==> src/pkg/oscc_pkg.sv <==
// Constants, types and register layout of the oscillator select control block.
package oscc_pkg;
   // =========================================================
   // Register byte offsets
   localparam logic [3:0] ADDR_CTRL    = 4'h0;
   localparam logic [3:0] ADDR_STATUS  = 4'h4;
   localparam logic [3:0] ADDR_MASK    = 4'h8;
   localparam logic [3:0] ADDR_UNLOCK  = 4'hc;
   // =========================================================
   // Control register field positions
   localparam int CUR_LO     = 12;
   localparam int REQ_LO     = 8;
   localparam int SEL_LOCK   = 7;
   localparam int PIN_LOCK   = 6;
   localparam int PLL_STAT   = 5;
   localparam int FAIL_FLAG  = 3;
   localparam int PRI_KEEP   = 2;
   localparam int SEC_EN     = 1;
   localparam int SW_REQ     = 0;
   // =========================================================
   // Event bits shared by the status and mask registers
   localparam int EV_SWITCH  = 0;
   localparam int EV_FAIL    = 1;
   localparam int EV_PLL     = 2;
   localparam int EV_W       = 3;
   // =========================================================
   // Source encodings
   localparam logic [2:0] SRC_FAST_RC_POST     = 3'h7;
   localparam logic [2:0] SRC_FAST_RC_DIV16    = 3'h6;
   localparam logic [2:0] SRC_LOW_POWER_RC     = 3'h5;
   localparam logic [2:0] SRC_SECONDARY        = 3'h4;
   localparam logic [2:0] SRC_PRIMARY_PLL      = 3'h3;
   localparam logic [2:0] SRC_PRIMARY          = 3'h2;
   localparam logic [2:0] SRC_FAST_RC_POST_PLL = 3'h1;
   localparam logic [2:0] SRC_FAST_RC          = 3'h0;
   // =========================================================
   // Reset values and unlock keys (key values are arbitrary)
   localparam logic [2:0]  RST_SRC     = 3'h0;
   localparam logic [EV_W-1:0] RST_EV  = 3'h0;
   localparam logic [15:0] UNLOCK_KEY1 = 16'h005a;
   localparam logic [15:0] UNLOCK_KEY2 = 16'h00a5;
   localparam logic [1:0]  MON_ALL_ON  = 2'h0;
   // =========================================================
   // Types
   typedef enum logic [1:0] {
      ST_IDLE = 2'b01,
      ST_WAIT = 2'b10
   } oscc_state_t;
   typedef struct packed {
      logic        psel;
      logic        penable;
      logic        pwrite;
      logic [3:0]  paddr;
      logic [31:0] pwdata;
   } oscc_apb_req_t;
   typedef struct packed {
      logic [2:0] initial_source_cfg;
      logic [1:0] primary_mode_cfg;
      logic [1:0] switch_monitor_cfg;
      logic       pin_map_lock_one_way;
   } oscc_cfg_t;
endpackage : oscc_pkg

==> src/design/oscc_top.sv <==
// Oscillator select control register, switch sequencer and event interrupt.
// Summary of operation
// - Read-only current source field at bits 14-12, updated by hardware.
// - Three-bit source encoding shared by current and requested fields.
// - Writable requested source field at bits 10-8 for the next switch.
// - Both source fields reset to 0, then load the initial source configuration value on the first enabled edge after reset.
// - Bit 0 starts a switch; hardware clears it when the switch completes.
// - With fail-safe monitor on and selection lock set, switches change nothing.
// - With fail-safe monitor off, selections are never locked.
// - Selection lock at bit 7 resets to 0, software may only set it.
// - Pin-map lock at bit 6 changes only after the unlock sequence.
// - With one-way configuration set, pin-map lock cannot be cleared once set.
// - PLL status at bit 5 reads 1 when PLL locked while a PLL source is current.
// - PLL status clears on every valid switch and in non-PLL modes.
// - Clock-fail flag at bit 3 set on detected failure, cleared by software.
// - Bit 2 keeps the primary oscillator running in Sleep when 1.
// - Bit 1 enables the 32 kHz secondary oscillator, reset value 0.
// - Bits 15, 11 and 4 read as 0 and ignore writes.
// - At power-on the device starts on the configured initial source.
// - Switching needs upper monitor bit 0; fail-safe needs both bits 0.
module oscc_top (
   input  wire logic                  clk_in,
   input  wire logic                  sys_rst_in,
   input  wire logic                  clk_en_in,
   input  wire oscc_pkg::oscc_apb_req_t apb_in,
   input  wire oscc_pkg::oscc_cfg_t   cfg_in,
   input  wire logic                  pll_locked_in,
   input  wire logic                  clock_fail_in,
   input  wire logic                  switch_ack_in,
   input  wire logic                  sleep_in,
   output logic                       pready_out,
   output logic [31:0]                prdata_out,
   output logic                       pslverr_out,
   output logic [2:0]                 clk_source_out,
   output logic [2:0]                 switch_target_out,
   output logic                       switch_start_out,
   output logic                       primary_run_out,
   output logic                       secondary_osc_enable_out,
   output logic                       pin_map_lock_out,
   output logic                       irq_out
);
   // =========================================================
   // State
   oscc_pkg::oscc_state_t   state_q;
   logic [2:0]              cur_q;
   logic [2:0]              req_q;
   logic                    sel_lock_q;
   logic                    pin_lock_q;
   logic                    pll_stat_q;
   logic                    fail_q;
   logic                    pri_keep_q;
   logic                    sec_en_q;
   logic                    sw_req_q;
   logic                    strap_done_q;
   logic [1:0]              key_stage_q;
   logic [oscc_pkg::EV_W-1:0] status_q;
   logic [oscc_pkg::EV_W-1:0] mask_q;
   logic [oscc_pkg::EV_W-1:0] ev;
   logic                    fire;
   logic                    wr;
   logic [15:0]             wd;
   logic                    sw_allowed;
   logic                    fs_on;
   logic                    locked_eff;
   logic                    cur_is_pll;
   logic                    sw_done;
   logic                    sw_refuse;
   logic [15:0]             ctrl_rd;
   // =========================================================
   // Decode
   assign fire = apb_in.psel && apb_in.penable && pready_out;
   assign wr   = fire && apb_in.pwrite;
   assign wd   = apb_in.pwdata[15:0];
   // Switching is usable only with the upper monitor bit programmed low.
   assign sw_allowed = !cfg_in.switch_monitor_cfg[1];
   assign fs_on      = cfg_in.switch_monitor_cfg == oscc_pkg::MON_ALL_ON;
   // Lock only bites while the fail-safe monitor runs.
   assign locked_eff = fs_on && sel_lock_q;
   assign cur_is_pll = (cur_q == oscc_pkg::SRC_PRIMARY_PLL) ||
                       (cur_q == oscc_pkg::SRC_FAST_RC_POST_PLL);
   assign sw_done   = (state_q == oscc_pkg::ST_WAIT) && switch_ack_in;
   assign sw_refuse = (state_q == oscc_pkg::ST_IDLE) && sw_req_q &&
                      (!sw_allowed || locked_eff);
   assign ev[oscc_pkg::EV_SWITCH] = sw_done;
   assign ev[oscc_pkg::EV_FAIL]   = clock_fail_in && fs_on;
   assign ev[oscc_pkg::EV_PLL]    = pll_locked_in && cur_is_pll && !pll_stat_q &&
                                    state_q == oscc_pkg::ST_IDLE;
   // Unimplemented bits are tied low in the read image.
   assign ctrl_rd = {1'b0, cur_q, 1'b0, req_q, sel_lock_q, pin_lock_q, pll_stat_q,
                     1'b0, fail_q, pri_keep_q, sec_en_q, sw_req_q};
   // =========================================================
   // APB slave: one wait state, registered answer
   always_ff @(posedge clk_in or posedge sys_rst_in)
   begin
      if (sys_rst_in)
      begin
         pready_out  <= 1'b0;
         prdata_out  <= 32'h0;
         pslverr_out <= 1'b0;
      end
      else if (clk_en_in)
      begin
         pready_out  <= apb_in.psel && apb_in.penable && !pready_out;
         pslverr_out <= 1'b0;
         prdata_out  <= 32'h0;
         if (apb_in.psel && apb_in.penable && !pready_out)
         begin
            unique case (apb_in.paddr)
               oscc_pkg::ADDR_CTRL:   prdata_out <= {16'h0, ctrl_rd};
               oscc_pkg::ADDR_STATUS: prdata_out <= {29'h0, status_q};
               oscc_pkg::ADDR_MASK:   prdata_out <= {29'h0, mask_q};
               oscc_pkg::ADDR_UNLOCK: prdata_out <= 32'h0;
               default:               pslverr_out <= 1'b1;
            endcase
         end
      end
   end
   // =========================================================
   // Source fields and switch sequencer
   always_ff @(posedge clk_in or posedge sys_rst_in)
   begin
      if (sys_rst_in)
      begin
         cur_q        <= oscc_pkg::RST_SRC;
         req_q        <= oscc_pkg::RST_SRC;
         strap_done_q <= 1'b0;
         sw_req_q     <= 1'b0;
         state_q      <= oscc_pkg::ST_IDLE;
      end
      else if (clk_en_in)
      begin
         if (!strap_done_q)
         begin
            // Straps are sampled after release; a reset flop may not load a port.
            strap_done_q <= 1'b1;
            cur_q        <= cfg_in.initial_source_cfg;
            req_q        <= cfg_in.initial_source_cfg;
         end
         else
         begin
            if (wr && apb_in.paddr == oscc_pkg::ADDR_CTRL)
            begin
               if (!locked_eff && state_q == oscc_pkg::ST_IDLE)
                  req_q <= wd[oscc_pkg::REQ_LO +: 3];
               if (wd[oscc_pkg::SW_REQ])
                  sw_req_q <= 1'b1;
            end
            unique case (state_q)
               oscc_pkg::ST_IDLE:
               begin
                  if (sw_refuse)
                     sw_req_q <= 1'b0;
                  else if (sw_req_q)
                     state_q <= oscc_pkg::ST_WAIT;
               end
               oscc_pkg::ST_WAIT:
               begin
                  if (switch_ack_in)
                  begin
                     cur_q    <= req_q;
                     sw_req_q <= 1'b0;
                     state_q  <= oscc_pkg::ST_IDLE;
                  end
               end
            endcase
         end
      end
   end
   // =========================================================
   // Lock bits and unlock sequence
   always_ff @(posedge clk_in or posedge sys_rst_in)
   begin
      if (sys_rst_in)
      begin
         sel_lock_q  <= 1'b0;
         pin_lock_q  <= 1'b0;
         key_stage_q <= 2'h0;
      end
      else if (clk_en_in && wr)
      begin
         if (apb_in.paddr == oscc_pkg::ADDR_UNLOCK)
         begin
            if (wd == oscc_pkg::UNLOCK_KEY1)
               key_stage_q <= 2'h1;
            else if (wd == oscc_pkg::UNLOCK_KEY2 && key_stage_q == 2'h1)
               key_stage_q <= 2'h2;
            else
               key_stage_q <= 2'h0;
         end
         else
         begin
            // Any other write closes the window, so a stray access cannot reuse it.
            key_stage_q <= 2'h0;
         end
         if (apb_in.paddr == oscc_pkg::ADDR_CTRL)
         begin
            if (wd[oscc_pkg::SEL_LOCK])
               sel_lock_q <= 1'b1;
            if (key_stage_q == 2'h2 &&
                !(cfg_in.pin_map_lock_one_way && pin_lock_q))
               pin_lock_q <= wd[oscc_pkg::PIN_LOCK];
         end
      end
   end
   // =========================================================
   // Oscillator enables, PLL status and fail flag
   always_ff @(posedge clk_in or posedge sys_rst_in)
   begin
      if (sys_rst_in)
      begin
         pri_keep_q <= 1'b0;
         sec_en_q   <= 1'b0;
         pll_stat_q <= 1'b0;
         fail_q     <= 1'b0;
      end
      else if (clk_en_in)
      begin
         if (wr && apb_in.paddr == oscc_pkg::ADDR_CTRL)
         begin
            pri_keep_q <= wd[oscc_pkg::PRI_KEEP];
            sec_en_q   <= wd[oscc_pkg::SEC_EN];
         end
         if (state_q == oscc_pkg::ST_WAIT || !cur_is_pll)
            pll_stat_q <= 1'b0;
         else
            pll_stat_q <= pll_locked_in;
         // A detected failure wins over a clear in the same cycle.
         if (ev[oscc_pkg::EV_FAIL])
            fail_q <= 1'b1;
         else if (wr && apb_in.paddr == oscc_pkg::ADDR_CTRL && !wd[oscc_pkg::FAIL_FLAG])
            fail_q <= 1'b0;
      end
   end
   // =========================================================
   // Interrupt status, mask and output
   always_ff @(posedge clk_in or posedge sys_rst_in)
   begin
      if (sys_rst_in)
      begin
         status_q <= oscc_pkg::RST_EV;
         mask_q   <= oscc_pkg::RST_EV;
         irq_out  <= 1'b0;
      end
      else if (clk_en_in)
      begin
         if (wr && apb_in.paddr == oscc_pkg::ADDR_STATUS)
            status_q <= (status_q & ~wd[oscc_pkg::EV_W-1:0]) | ev;
         else
            status_q <= status_q | ev;
         if (wr && apb_in.paddr == oscc_pkg::ADDR_MASK)
            mask_q <= wd[oscc_pkg::EV_W-1:0];
         irq_out <= |(status_q & mask_q);
      end
   end
   // =========================================================
   // Outputs toward the clock tree
   always_ff @(posedge clk_in or posedge sys_rst_in)
   begin
      if (sys_rst_in)
      begin
         clk_source_out           <= oscc_pkg::RST_SRC;
         switch_target_out        <= oscc_pkg::RST_SRC;
         switch_start_out         <= 1'b0;
         primary_run_out          <= 1'b1;
         secondary_osc_enable_out <= 1'b0;
         pin_map_lock_out         <= 1'b0;
      end
      else if (clk_en_in)
      begin
         clk_source_out           <= cur_q;
         switch_target_out        <= req_q;
         switch_start_out         <= state_q == oscc_pkg::ST_WAIT && !switch_ack_in;
         primary_run_out          <= !sleep_in || pri_keep_q;
         secondary_osc_enable_out <= sec_en_q;
         pin_map_lock_out         <= pin_lock_q;
      end
   end
   // =========================================================
   // Checks
   // Every check is muted during reset, since the straps reload on the first edge after it.
   a_apb_ready_once: assert property (@(posedge clk_in) disable iff (sys_rst_in)
      clk_en_in && apb_in.psel && apb_in.penable && !pready_out |=> pready_out)
      else $error("pready did not follow access phase");

   a_reserved_read_zero: assert property (@(posedge clk_in) disable iff (sys_rst_in)
      pready_out |-> prdata_out[31:16] == 16'h0 && !prdata_out[15] &&
      !prdata_out[11] && !prdata_out[4])
      else $error("reserved bits read nonzero");

   a_sel_lock_sticky: assert property (@(posedge clk_in) disable iff (sys_rst_in)
      sel_lock_q |=> sel_lock_q)
      else $error("selection lock cleared");

   a_locked_no_change: assert property (@(posedge clk_in) disable iff (sys_rst_in)
      strap_done_q && locked_eff && state_q == oscc_pkg::ST_IDLE |=> $stable(cur_q))
      else $error("locked source changed");

   a_req_locked_hold: assert property (@(posedge clk_in) disable iff (sys_rst_in)
      clk_en_in && strap_done_q && locked_eff |=> $stable(req_q))
      else $error("locked request field changed");

   a_switch_complete: assert property (@(posedge clk_in) disable iff (sys_rst_in)
      clk_en_in && sw_done |=> !sw_req_q && cur_q == $past(req_q))
      else $error("switch did not complete");

   a_switch_event: assert property (@(posedge clk_in) disable iff (sys_rst_in)
      clk_en_in && sw_done |=> status_q[oscc_pkg::EV_SWITCH])
      else $error("switch done not flagged");

   a_start_out: assert property (@(posedge clk_in) disable iff (sys_rst_in)
      clk_en_in |=> switch_start_out ==
      ($past(state_q) == oscc_pkg::ST_WAIT && !$past(switch_ack_in)))
      else $error("switch start output wrong");

   a_refuse_clears: assert property (@(posedge clk_in) disable iff (sys_rst_in)
      clk_en_in && strap_done_q && sw_refuse |=> !sw_req_q && $stable(cur_q) &&
      state_q == oscc_pkg::ST_IDLE)
      else $error("refused switch not dropped");

   a_pll_nonpll_low: assert property (@(posedge clk_in) disable iff (sys_rst_in)
      clk_en_in && (!cur_is_pll || state_q == oscc_pkg::ST_WAIT) |=> !pll_stat_q)
      else $error("pll status high outside pll mode");

   a_pll_stat_follow: assert property (@(posedge clk_in) disable iff (sys_rst_in)
      clk_en_in && cur_is_pll && state_q == oscc_pkg::ST_IDLE |=>
      pll_stat_q == $past(pll_locked_in))
      else $error("pll status does not follow lock");

   a_pll_event: assert property (@(posedge clk_in) disable iff (sys_rst_in)
      clk_en_in && ev[oscc_pkg::EV_PLL] |=> status_q[oscc_pkg::EV_PLL])
      else $error("pll lock not flagged");

   a_fail_sets: assert property (@(posedge clk_in) disable iff (sys_rst_in)
      clk_en_in && clock_fail_in && fs_on |=> fail_q && status_q[oscc_pkg::EV_FAIL])
      else $error("clock fail not flagged");

   a_fail_clear: assert property (@(posedge clk_in) disable iff (sys_rst_in)
      clk_en_in && wr && apb_in.paddr == oscc_pkg::ADDR_CTRL &&
      !wd[oscc_pkg::FAIL_FLAG] && !ev[oscc_pkg::EV_FAIL] |=> !fail_q)
      else $error("clock fail not cleared");

   a_one_way_hold: assert property (@(posedge clk_in) disable iff (sys_rst_in)
      cfg_in.pin_map_lock_one_way && pin_lock_q |=> pin_lock_q)
      else $error("one-way pin lock cleared");

   a_pin_lock_guard: assert property (@(posedge clk_in) disable iff (sys_rst_in)
      key_stage_q != 2'h2 |=> $stable(pin_lock_q))
      else $error("pin lock changed without unlock");

   a_pin_out_follows: assert property (@(posedge clk_in) disable iff (sys_rst_in)
      clk_en_in |=> pin_map_lock_out == $past(pin_lock_q))
      else $error("pin lock output wrong");

   a_source_out_follows: assert property (@(posedge clk_in) disable iff (sys_rst_in)
      clk_en_in |=> clk_source_out == $past(cur_q))
      else $error("source output wrong");

   a_target_out_follows: assert property (@(posedge clk_in) disable iff (sys_rst_in)
      clk_en_in |=> switch_target_out == $past(req_q))
      else $error("target output wrong");

   a_primary_run: assert property (@(posedge clk_in) disable iff (sys_rst_in)
      clk_en_in |=> primary_run_out == (!$past(sleep_in) || $past(pri_keep_q)))
      else $error("primary run output wrong");

   a_secondary_en: assert property (@(posedge clk_in) disable iff (sys_rst_in)
      clk_en_in |=> secondary_osc_enable_out == $past(sec_en_q))
      else $error("secondary enable output wrong");

   a_freeze_hold: assert property (@(posedge clk_in) disable iff (sys_rst_in)
      !clk_en_in |=> $stable(cur_q) && $stable(status_q) && $stable(pready_out))
      else $error("state moved while frozen");

   a_irq_follows: assert property (@(posedge clk_in) disable iff (sys_rst_in)
      clk_en_in |=> irq_out == |($past(status_q) & $past(mask_q)))
      else $error("irq does not follow masked status");
endmodule : oscc_top

==> config.mk <==
export PLATFORM = sky130hd
export DESIGN_NAME = oscc_top
export DESIGN_NICKNAME = d
export VERILOG_FILES = /design/src/pkg/oscc_pkg.sv /design/src/design/oscc_top.sv
export SDC_FILE = /design/constraint.sdc
export NUM_CORES = 1
export LEC_CHECK = 0
export BUFFER_PORTS_ARGS = -buffer_cell sky130_fd_sc_hd__buf_2
export CAP_MARGIN = 15
export CORE_MARGIN = 3
export CORE_UTILIZATION = 45
export CTS_BUF_LIST = sky130_fd_sc_hd__clkbuf_2
export DETAILED_ROUTE_END_ITERATION = 7
export PLACE_DENSITY = 0.78
export SYNTH_ARGS = -nofsm -noshare
export SYNTH_HDL_FRONTEND = slang
export SYNTH_SLANG_ARGS = --single-unit
export TNS_END_PERCENT = 100
==> constraint.sdc <==
create_clock -name clk_in -period 1.54 [get_ports clk_in]
set_input_delay 0.308 -clock clk_in [delete_from_list [all_inputs] [get_ports clk_in]]
set_output_delay 0.308 -clock clk_in [all_outputs]
set_load 0.01 [all_outputs]
After elaboration in Yosys (flattened, before gate mapping)
Cells that the tools add are included.

word-level totals
  register bits after elaboration = 69
  word-level logic and storage cells = 121
  input bits = 54
  output and inout port bits = 45

cells by class
  equality and inequality tests = 18
  reduce and logical (&&, ||, !) cells = 48
  bitwise operators = 5
  mux-type cells = 26

operator list
  operator               number
  $pmux W15 S3           1
  $logic_and A1 B1 Y1    22
  $mux W3                7
  $eq A16 B7 Y1 const B  1
  $eq A16 B8 Y1 const B  1
  $mux W15               1
  $mux W2                6
  $reduce_and A3 Y1      4
  $mux W1                9
  $eq A4 B4 Y1 const B   2
  $logic_not A1 Y1       8
  $ne A2 B2 Y1 const B   4
  $reduce_and A2 Y1      4
  $and A3 B3 Y3          2
  $ne A2 B1 Y1 const B   3
  $or A3 B3 Y3           2
  $reduce_and A5 Y1      1
  $eq A2 B1 Y1 const B   2
  $eq A2 B2 Y1 const B   2
  $eq A4 B3 Y1 const B   1
  $logic_not A4 Y1       1
  $logic_or A1 B1 Y1     4
  $pmux W2 S2            1
  $reduce_or A4 Y1       1
  other kinds (7)        7

Longest topological paths before layout
Gate-level depths: netlist of run 1.

  depth in word-level cells = 7
  depth in mapped cells = 5
  mapped depth without buffers = 4

Worst setup path before layout of run 1
OpenSTA, ideal clock, no wires.

  kind = input -> register
  from = in apb_in[35] in the netlist's numbering
  to = reg req_q[0]
  arrival time = 1,614 ps
  library setup time = 125 ps
  data required time = 1,415 ps
  path slack = -198 ps
  buffers on the path = 1
  stages = 5
  cells stage by stage = buf_2 -> or4_4 -> nor3_4 -> a32oi_1 -> mux2_2

on the way
  cells in the longest elaborated chain, start to end = 4

ends and longest elaborated chain
  what                                RTL line         RTL
  start: declaration                  oscc_top.sv:25   input wire oscc_pkg::oscc_apb_req_t apb_in,
  $logic_not A4 Y1                    oscc_top.sv:141  if (wr && apb_in.paddr == oscc_pkg::ADDR_CTRL)
  $logic_and A1 B1 Y1                 oscc_top.sv:141
  $ne A2 B1 Y1 (no source line)       n/a
  $reduce_and A3 Y1 (no source line)  n/a
  end signal: assignment              oscc_top.sv:125  req_q <= oscc_pkg::RST_SRC;
  end signal: assignment              oscc_top.sv:137  req_q <= cfg_in.initial_source_cfg;
  end signal: assignment              oscc_top.sv:144  req_q <= wd[oscc_pkg::REQ_LO +: 3];
  end: declaration                    oscc_top.sv:46   logic [2:0] req_q;

Every way passes these cells.
A chain may end at the register's enable or synchronous reset.

Worst setup path in the final report of run 1
  from = reg pready_out
  to = reg req_q[2]

on the way
  cells in the longest elaborated chain, start to end = 5

ends and longest elaborated chain
  what                                RTL line         RTL
  start: declaration                  oscc_top.sv:31   output logic pready_out,
  start signal: assignment            oscc_top.sv:103  pready_out <= apb_in.psel && apb_in.penable && !pready_out;
  $logic_and A1 B1 Y1                 oscc_top.sv:71   assign fire = apb_in.psel && apb_in.penable && pready_out;
  $logic_and A1 B1 Y1                 oscc_top.sv:72   assign wr = fire && apb_in.pwrite;
  $logic_and A1 B1 Y1                 oscc_top.sv:141
  $ne A2 B1 Y1 (no source line)       n/a
  $reduce_and A3 Y1 (no source line)  n/a

Every way passes these cells.

==> metrics list, run 1 <==
* Adder and majority gate portion of the synthesized area: 0%
- Via total after detailed routing: 1964
- In this run the number of H-tree levels came out at 2.
* NetSw: 908 uW
* Number of enable-type register cells in the synthesized netlist: 0
* Worst Path Arrival: 1840 ps
* Sequential power share: between 50 and 60%
* Insertion delay of the later-clocked pin in the worst-skew pair: about 440 ps
- Leading cell type in the layout, fill and taps excluded: sky130_fd_sc_hd__buf_2
- Outcome: completed
- Starting density of the core: between 40% and 50%
- Sink count of the clock tree: 50
* Gate Count Post-Synth: between 200 and 250
* Commonest cells after routing, fill and taps aside: sky130_fd_sc_hd__buf_2 (60), sky130_fd_sc_hd__dfrtp_1 (48), sky130_fd_sc_hd__nand2_1 (20), sky130_fd_sc_hd__inv_1 (19), sky130_fd_sc_hd__conb_1 (19)
- Synth-to-Final Area Change: 21.5%
- Cell internal power dissipation: ~1900 uW
- Mean Syn Cell Area: just over 10 um2
- Post-synthesis xor/xnor area fraction: 0%
- In this run, synthesis produced a sequential element count of 50.
* Port-buffer cells: 61
- Switching fraction of total power: roughly 32%
- Number of cells in the finished layout apart from fillers: 383
* Die outline width: around 79 um
- Worst-path cell with the longest stage delay: sky130_fd_sc_hd__dfrtp_1
- The tightest min-delay check is of the in2reg type.
* Family with the most delay on the worst path: flip-flops
- The biggest area contributor in the post-synthesis netlist is sky130_fd_sc_hd__dfrtp_1.
* Peak VDD IR: roughly 0.45 mV
- STA classifies the critical path startpoint as a flip-flop.
* Static leakage: around 0.0015 uW
- Critical Path RT: approximately 1900 ps
* DR pass1 iterations: 4
- Final hold vios: 0
* Synth Area in Simple Gates: 16.1%
- After synthesis, the netlist uses 37 different library cells.
* Critical path buffer and inverter count: 0
- Proportion of layout cells with a drive suffix above 1: 35.8%
* Asr flop ratio synth: 100%
- For this design the ratio of total power to cell area is about 960 mW/mm2.
* Worst Setup End Kind: flip-flop
* Delay contributed by the slowest stage of the critical path: between 400 and 500 ps
* Combinational power share: between 20% and 30%
* Via count normalized by instance count: slightly above 5
- Ordered cell list for the critical path: nand2_1, nor3_4, a32oi_2, mux2_2
- Clock Skew: ~13 ps
- Post-route ant nets: 0
* Post-place instance area: 0.00287 mm2
- Pin count of the biggest net entering global routing: 37
- Path type of the worst setup path: reg2reg
- Peak fanout along the critical path: 3
- Of the synthesized area, sequential elements account for between 50% and 60%.
- In this run the clock root is driven by a sky130_fd_sc_hd__clkbuf_2.
* Placement Setup Slack: -283 ps
* Final setup violation count: 0
- In the routed design, unresolved DRC markers number 0.
- Per report_power, the clock group accounts for around a fifth of the total.
- Number of buffers inserted during clock tree synthesis: 5
- Standard-cell row count: 26
- Unrepaired setup endpoints after global routing: false
- Cell Count Post-Placement: 373
- I/O pin total: 99
- After routing the design area is a little under 0.003 mm2.
* Clock tree from TritonCTS: built
- Worst path setup slack after routing: ~72 ps
* Final-stage net count: 366
- Global-route wire length before repair: roughly 8900 um
- Fmax: 681 MHz
- Post-detail-place hpwl: ~4300 um
- The floorplan step defined a core boundary enclosing slightly above 0.005 mm2.
- During synthesis, Yosys emitted a total of 0 warnings.
- # diodes: 0
- After clock tree synthesis, the clock-pin slew on the worst setup and hold paths is between 200 and 300 ps.
* Max-slew violation count: 0
- Summed over all layers, the routed wires come to between 5000 and 6000 um.
- After synthesis the cells add up to 0.00243 mm2.
- Area share of the largest cell type after synthesis: between 40% and 50%
* Longest Clk Path Bufs: 2
* Leftover overflow at the end of global routing: 0
- Detailed router's first-iteration violation count: about 110
* Vias in the first global route: about 1900
* Multiplexer share of the synthesized area: 10.1%
* Height of the chip: ~79 um
- In the final routed layout, each cell accounts on average for ~15 um.
- After synthesis, the largest family of logic cells by area is simple AND/OR/NAND/NOR gates.
- At the end of routability-driven placement, the weighted congestion stood at 0.881.
- Die outline area: 0.00631 mm2
- Final min period: ~1500 ps
- After synthesis, the cell types taking the most area are sky130_fd_sc_hd__dfrtp_1 (49%), sky130_fd_sc_hd__mux2_2 (8.8%), sky130_fd_sc_hd__buf_4 (6.2%).
- Main synth FF type: sky130_fd_sc_hd__dfrtp_1
* Antenna violations before repair: 0
* Fraction of the core area covered by cells at the end of the flow: a little under three fifths
* GRT Resource Usage Total: 18.2%
- Max capacitance violation total: 0
* Final critical-path share of the clock period: between 90% and 100%
- Synth Area in Compound Gates: 11.6%
-- per-layer routing --
layer  up-vias  part of all wire (%)  track usage [%]  wire length [um]
met5         -                     0                0                 0
met4         0                   1.5             5.67                85
met3         7                   5.1             4.29               288
met2        60                    51             31.3              2840
met1       959                    42             22.6              2380
li1        938                     -                -                 -
-- power by group through the flow --
stage	Combinational, uW	Sequential, uW	Clock [uW]
after CTS	641	1620	560
after global placement	610	1640	0
after global routing	719	1660	612
after detailed placement	635	1650	0
after floorplan	402	1650	0
final	644	1630	546
-- kinds of logic after synthesis --
kind of cell | Yosys count
AOI/OAI and AO/OA | 46
buffers and inverters | 47
DFF | 50
muxes | 22
other | 1
and+or+nand+nor | 70
-- cell usage after synthesis (2+ instances only) --
| cell | instances |
|---|---|
| sky130_fd_sc_hd__nand4_1 | 2 |
| sky130_fd_sc_hd__nand3b_1 | 3 |
| sky130_fd_sc_hd__buf_4 | 20 |
| sky130_fd_sc_hd__mux2_2 | 19 |
| sky130_fd_sc_hd__dfrtp_1 | 48 |
| sky130_fd_sc_hd__a32o_1 | 3 |
| sky130_fd_sc_hd__a31oi_1 | 3 |
| sky130_fd_sc_hd__a21oi_1 | 8 |
| sky130_fd_sc_hd__o21ai_0 | 18 |
| sky130_fd_sc_hd__mux2i_1 | 3 |
| sky130_fd_sc_hd__nand2_1 | 20 |
| sky130_fd_sc_hd__nand4b_1 | 3 |
| sky130_fd_sc_hd__nor2_1 | 14 |
| sky130_fd_sc_hd__inv_1 | 20 |
| sky130_fd_sc_hd__o22ai_1 | 7 |
| sky130_fd_sc_hd__nor2b_1 | 4 |
| sky130_fd_sc_hd__nor4bb_1 | 4 |
| sky130_fd_sc_hd__nand3_1 | 7 |
| sky130_fd_sc_hd__a21o_1 | 2 |
| sky130_fd_sc_hd__dfstp_2 | 2 |
| sky130_fd_sc_hd__clkbuf_1 | 6 |
| sky130_fd_sc_hd__nand2b_1 | 4 |
| sky130_fd_sc_hd__nor4_1 | 2 |
-- flip-flops by register name (all words and copies together), names as in the netlist, 2 cells and up --
signal and cells:
req_q 3, cur_q 3, switch_target_out 3, key_stage_q 2, status_q 3, mask_q 3, clk_source_out 3, prdata_out 13
state_q 2
-- through the flow --
stage / hold slack [ps] / TNS [ps] / power (uW)
global placement: 293 / -1270 / 2250
finish: 85.3 / 0 / 2820
global route: 54.4 / 0 / 2990
CTS: 63.1 / 0 / 2830
detailed placement: 296 / -1740 / 2280
floorplan: 380 / -550 / 2050
-- cell type report --
cell class | count | area [um2]
Inverter | 20 | 75.1
Clock buffer | 5 | 25.0
Clock inverter | 3 | 21.3
Fill cell | 465 | 2220
Tap cell | 70 | 87.6
Multi-Input combinational cell | 157 | 1020
Sequential cell | 50 | 1250
Timing Repair Buffer | 78 | 469
-- worst paths after layout --
path | start | to | slack [ps] | cells after the start
max reg2reg | pready_out | req_q[2] | 70 | 4
max | pready_out | req_q[2] | 70 | 4
min | apb_in[7] | sel_lock_q | 90 | 2
max in group asynchronous | sys_rst_in | primary_run_out | 620 | 4
min in group asynchronous | sys_rst_in | prdata_out[10] | 330 | 3
min reg2reg | primary_run_out | primary_run_out | 510 | 2
-- worst reg2reg max path, delay by kind of cell, from the launching register on --
family / cells / cell delay, ps
flops: 1 / 440
simple gates: 2 / 260
compound gates: 1 / 330
mux: 1 / 380
-- timing repair --
item / CTS / global route
resized for setup: 1 / 2
hold endpoints to repair: 14 / 0
setup endpoints to repair: 1 / 4
hold buffers: 2 / 0
buffers inserted: 0 / 0
Power figures use the tool's default switching activity.
==> run 2, diff against run 1 <==
- ABC_AREA: default -> 1
- CORE_UTILIZATION: 45 -> 46
- PLACE_DENSITY: 0.78 -> 0.79
==> metrics list, run 2 <==
- Outcome: completed (unchanged)
- Max FFs per register: 13 (unchanged)
- The placed cell count came to 433 (was 373).
- The number of max-capacitance violations reported came to 0 (unchanged).
- Die outline area: 0.00650 mm2 (was 0.00631 mm2)
- Leftover overflow at the end of global routing: 0 (unchanged)
- The total count of max-transition violations in the final report was 0 (unchanged).
- Pin count of the biggest net entering global routing: 51 (was 37)
- Asr flop ratio synth: 100% (unchanged)
* Clock-pin slew of the registers on the worst-case setup and hold paths: 240 ps (was 250 ps)
* Share of synthesized area occupied by flip-flops and latches: 49.0% (was 51.6%)
* Antenna violations before repair: 0 (unchanged)
* Family with the most delay on the worst path: flip-flops (unchanged)
- Path type of the worst setup path: reg2out (was reg2reg)
- The worst-case register-to-register setup slack came to 290 ps (was 70 ps).
- The highest achievable clock rate was 715 MHz (was 681 MHz).
* Port-buffer cells: 61 (unchanged)
* Most common cell in the netlist: sky130_fd_sc_hd__nand2_1 (was sky130_fd_sc_hd__dfrtp_1)
- Insertion delay of the later-clocked pin in the worst-skew pair: 430 ps (was 440 ps)
- FF-to-FF path depth: 5 (was 4)
* # diodes: 0 (unchanged)
- Proportion of layout cells with a drive suffix above 1: 27.6% (was 35.8%)
* Post-detail-place hpwl: 4340 um (was 4350 um)
- The final-report hold violation count is 0 (unchanged).
- Combinational power share: 20.5% (was 22.8%)
- Post-synth top cells: sky130_fd_sc_hd__nand2_1 (90), sky130_fd_sc_hd__dfrtp_1 (48), sky130_fd_sc_hd__inv_1 (28) (was sky130_fd_sc_hd__dfrtp_1 (48), sky130_fd_sc_hd__buf_4 (20), sky130_fd_sc_hd__inv_1 (20), sky130_fd_sc_hd__nand2_1 (20), sky130_fd_sc_hd__mux2_2 (19)).
* Worst Path Arrival: 1090 ps (was 1840 ps)
- Cell variety after synth: 31 (was 37)
* Final setup violation count: 0 (unchanged)
* Post-cts gate resize count: 0 (was 1)
- Cells taking the most area after synthesis: sky130_fd_sc_hd__dfrtp_1 (47%), sky130_fd_sc_hd__nand2_1 (13%), sky130_fd_sc_hd__buf_4 (5.9%) (was sky130_fd_sc_hd__dfrtp_1 (49%), sky130_fd_sc_hd__mux2_2 (8.8%), sky130_fd_sc_hd__buf_4 (6.2%)).
- Gate Count Post-Synth: 303 (was 236)
- Standard-cell row count: 26 (unchanged)
- The area added between synthesis and finish came to 16.6% (was 21.5%).
- Switching fraction of total power: 30.4% (was 32.2%)
- The most frequently used flop master after synthesis was sky130_fd_sc_hd__dfrtp_1 (unchanged).
- The net switching power figure is 859 uW (was 908 uW).
* Final-stage net count: 426 (was 366)
- Total chip power: 2820 uW (about the same)
- Largest area contributor in the synthesized netlist: sky130_fd_sc_hd__dfrtp_1 (unchanged)
* Clock share of power: 24.2% (was 19.4%)
- The count of buffering cells on the critical path with inverters included is 1 (was 0).
- Mean routed wirelength per cell: 12.4 um (was 14.6 um)
- The master of the slowest instance on the critical path was sky130_fd_sc_hd__dfstp_2 (was sky130_fd_sc_hd__dfrtp_1).
* Die outline width: 80.6 um (was 79.4 um)
* Level count of the clock H-tree: 2 (unchanged)
- The wire length of the first global-routing pass came to 8740 um (was 8910 um).
- The final weighted congestion in routability-driven placement came to 0.847 (was 0.881).
- Crit start category: flip-flop (unchanged)
- The highest net fanout along the worst path was 2 (was 3).
- Fin Setup TNS: 0 ps (unchanged)
- The final instance count without filler cells was 443 (was 383).
* Sequential power share: 55.3% (was 57.8%)
- The endpoint of the worst-slack reg-to-reg timing path is status_q[2] (was req_q[2]).
- Total power density per cell area: 945 mW/mm2 (was 956 mW/mm2)
- Register with the most flip-flops: prdata_out (unchanged)
* Mean Syn Cell Area: 8.45 um2 (was 10.3 um2)
- Area share of the largest cell type after synthesis: 46.9% (was 49.5%)
- The number of DRC markers after the initial detailed-route iteration is 154 (was 111).
* Final min period: 1400 ps (was 1470 ps)
- Clock Root Buffer: sky130_fd_sc_hd__clkbuf_2 (unchanged)
- Seq cells post-synth: 50 (unchanged)
- Longest Clk Path Bufs: 2 (unchanged)
- The final setup skew came to 28.0 ps (was 13.1 ps).
* Cell area after synthesis: 0.00256 mm2 (was 0.00243 mm2)
- The count of flip-flops with a built-in enable after synthesis came to 0 (unchanged).
- Post-route ant nets: 0 (unchanged)
- Classification of the worst-slack hold path: in2reg (unchanged)
- Hold worst-path end: pin_lock_q (was sel_lock_q)
- The post-CTS setup buffer count is 0 (unchanged).
- The combined global-route utilization of all metal layers is 17.5% (was 18.2%).
* Critical Path RT: 1230 ps (was 1910 ps)
- The via count came to 2100 (was 1964).
- Yosys warnings: 0 (unchanged)
* Final critical-path share of the clock period: 90.8% (was 95.3%)
- The average vias per placed instance is 4.74 (was 5.13).
- The number of global-route vias before repair was 1934 (was 1881).
- The tightest hold margin is 91.8 ps (was 85.3 ps).
* Delay contributed by the slowest stage of the critical path: 570 ps (was 440 ps)
* Hold_sp: apb_in[6] (was apb_in[7])
- The number of iterations in the first detailed-routing pass is 4 (unchanged).
- Height of the chip: 80.6 um (was 79.4 um)
* Startpoint of the worst register-to-register path: pready_out (unchanged)
* Cell internal power dissipation: 1960 uW (was 1910 uW)
* Peak VDD IR: 0.402 mV (was 0.449 mV)
* Number of buffers inserted during clock tree synthesis: 5 (unchanged)
- Ordered cell list for the critical path: buf_2 (was nand2_1, nor3_4, a32oi_2, mux2_2)
* Drc violations: 0 (unchanged)
- The detailed-route wire length came to 5480 um (was 5600 um).
* Clock tree from TritonCTS: built (unchanged)
* Sink count of the clock tree: 50 (unchanged)
* Core region area: 0.00524 mm2 (was 0.00517 mm2)
- Leading cell type in the layout, fill and taps excluded: sky130_fd_sc_hd__nand2_1 (was sky130_fd_sc_hd__buf_2)
- The sort of element at the end of the critical path is a primary output (was flip-flop).
- The total leakage power came to 0.00163 uW (was 0.00146 uW).
* Starting density of the core: 48.9% (was 46.9%)
* Unrepaired setup endpoints after global routing: false (unchanged)
- The number of cells on the worst hold path came to 3 (was 2).
- I/O pin total: 99 (unchanged)
- Commonest cells after routing, fill and taps aside: sky130_fd_sc_hd__nand2_1 (90), sky130_fd_sc_hd__buf_2 (61), sky130_fd_sc_hd__dfrtp_1 (48), sky130_fd_sc_hd__inv_1 (27) (was sky130_fd_sc_hd__buf_2 (60), sky130_fd_sc_hd__dfrtp_1 (48), sky130_fd_sc_hd__nand2_1 (20), sky130_fd_sc_hd__inv_1 (19), sky130_fd_sc_hd__conb_1 (19)).
run 2: changes by cell type after synthesis, moves of 5 or more:
cell,previous run,this run
sky130_fd_sc_hd__o21ai_1,0,11
sky130_fd_sc_hd__a21oi_1,8,3
sky130_fd_sc_hd__clkbuf_1,6,0
sky130_fd_sc_hd__mux2_2,19,0
sky130_fd_sc_hd__o22ai_1,7,1
sky130_fd_sc_hd__o21ai_2,0,8
sky130_fd_sc_hd__nand4_1,2,9
sky130_fd_sc_hd__nand2_1,20,90
sky130_fd_sc_hd__nor2_1,14,19
sky130_fd_sc_hd__nand3_1,7,19
sky130_fd_sc_hd__inv_1,20,28
run 2: logic make-up after synthesis:
group	synth area share, %
buf+inv	11.4
other cells	0.146
compound gates	9.38
simple gates	30.1
flops	49.0
run 2: cell type report:
cell class	count	area [um2]
clock inverters	1	30.0
clock buffers	7	35.0
multi-input cells	215	1080
inverters	32	123
well taps	70	87.6
repair buffers	68	375
flip-flops and latches	50	1250
fillers	487	2250
run 2: timing repair:
action,CTS,global route
endpoints found under the hold margin,49,0
hold buffers,2,0
endpoints found under the setup margin,0,0
run 2: per-layer routing:
layer / GRT usage, % / routed length (um) / vias to the layer above / part of all wire (%)
li1: - / - / 1080 / -
met1: 23.6 / 2370 / 931 / 43
met2: 27.1 / 2530 / 75 / 46
met3: 3.36 / 429 / 14 / 7.8
met4: 8.11 / 146 / 0 / 2.7
met5: 0 / 0 / - / 0
run 2: worst max-delay path by stage:
stage / end / depth (start not counted) / from / slack [ps]
finish: primary_run_out / 1 / primary_run_out / 140
global route: primary_run_out / 1 / primary_run_out / 80
CTS: primary_run_out / 1 / primary_run_out / 120
detailed placement: prdata_out[13] / 6 / apb_in[32] / 230
global placement: prdata_out[10] / 6 / apb_in[32] / 240
floorplan: clk_source_out[0] / 1 / sys_rst_in / 30
run 2: power groups by stage:
stage / sequential [uW] / clock [uW] / combinational, uW
after floorplan: 1590 / 0 / 395
after CTS: 1560 / 697 / 583
after global routing: 1580 / 742 / 667
after detailed placement: 1590 / 0 / 578
final: 1560 / 682 / 579
after global placement: 1580 / 0 / 557
run 2: per-stage QoR:
step | area (um2) | utilization (%) | setup slack (ps)
finish | 2990 | 57.0 | 141
detailed placement | 2900 | 55.4 | 230
global route | 2990 | 57.0 | 79.6
global placement | 2900 | 55.4 | 244
floorplan | 2630 | - | 34.1
CTS | 2990 | 57.0 | 115
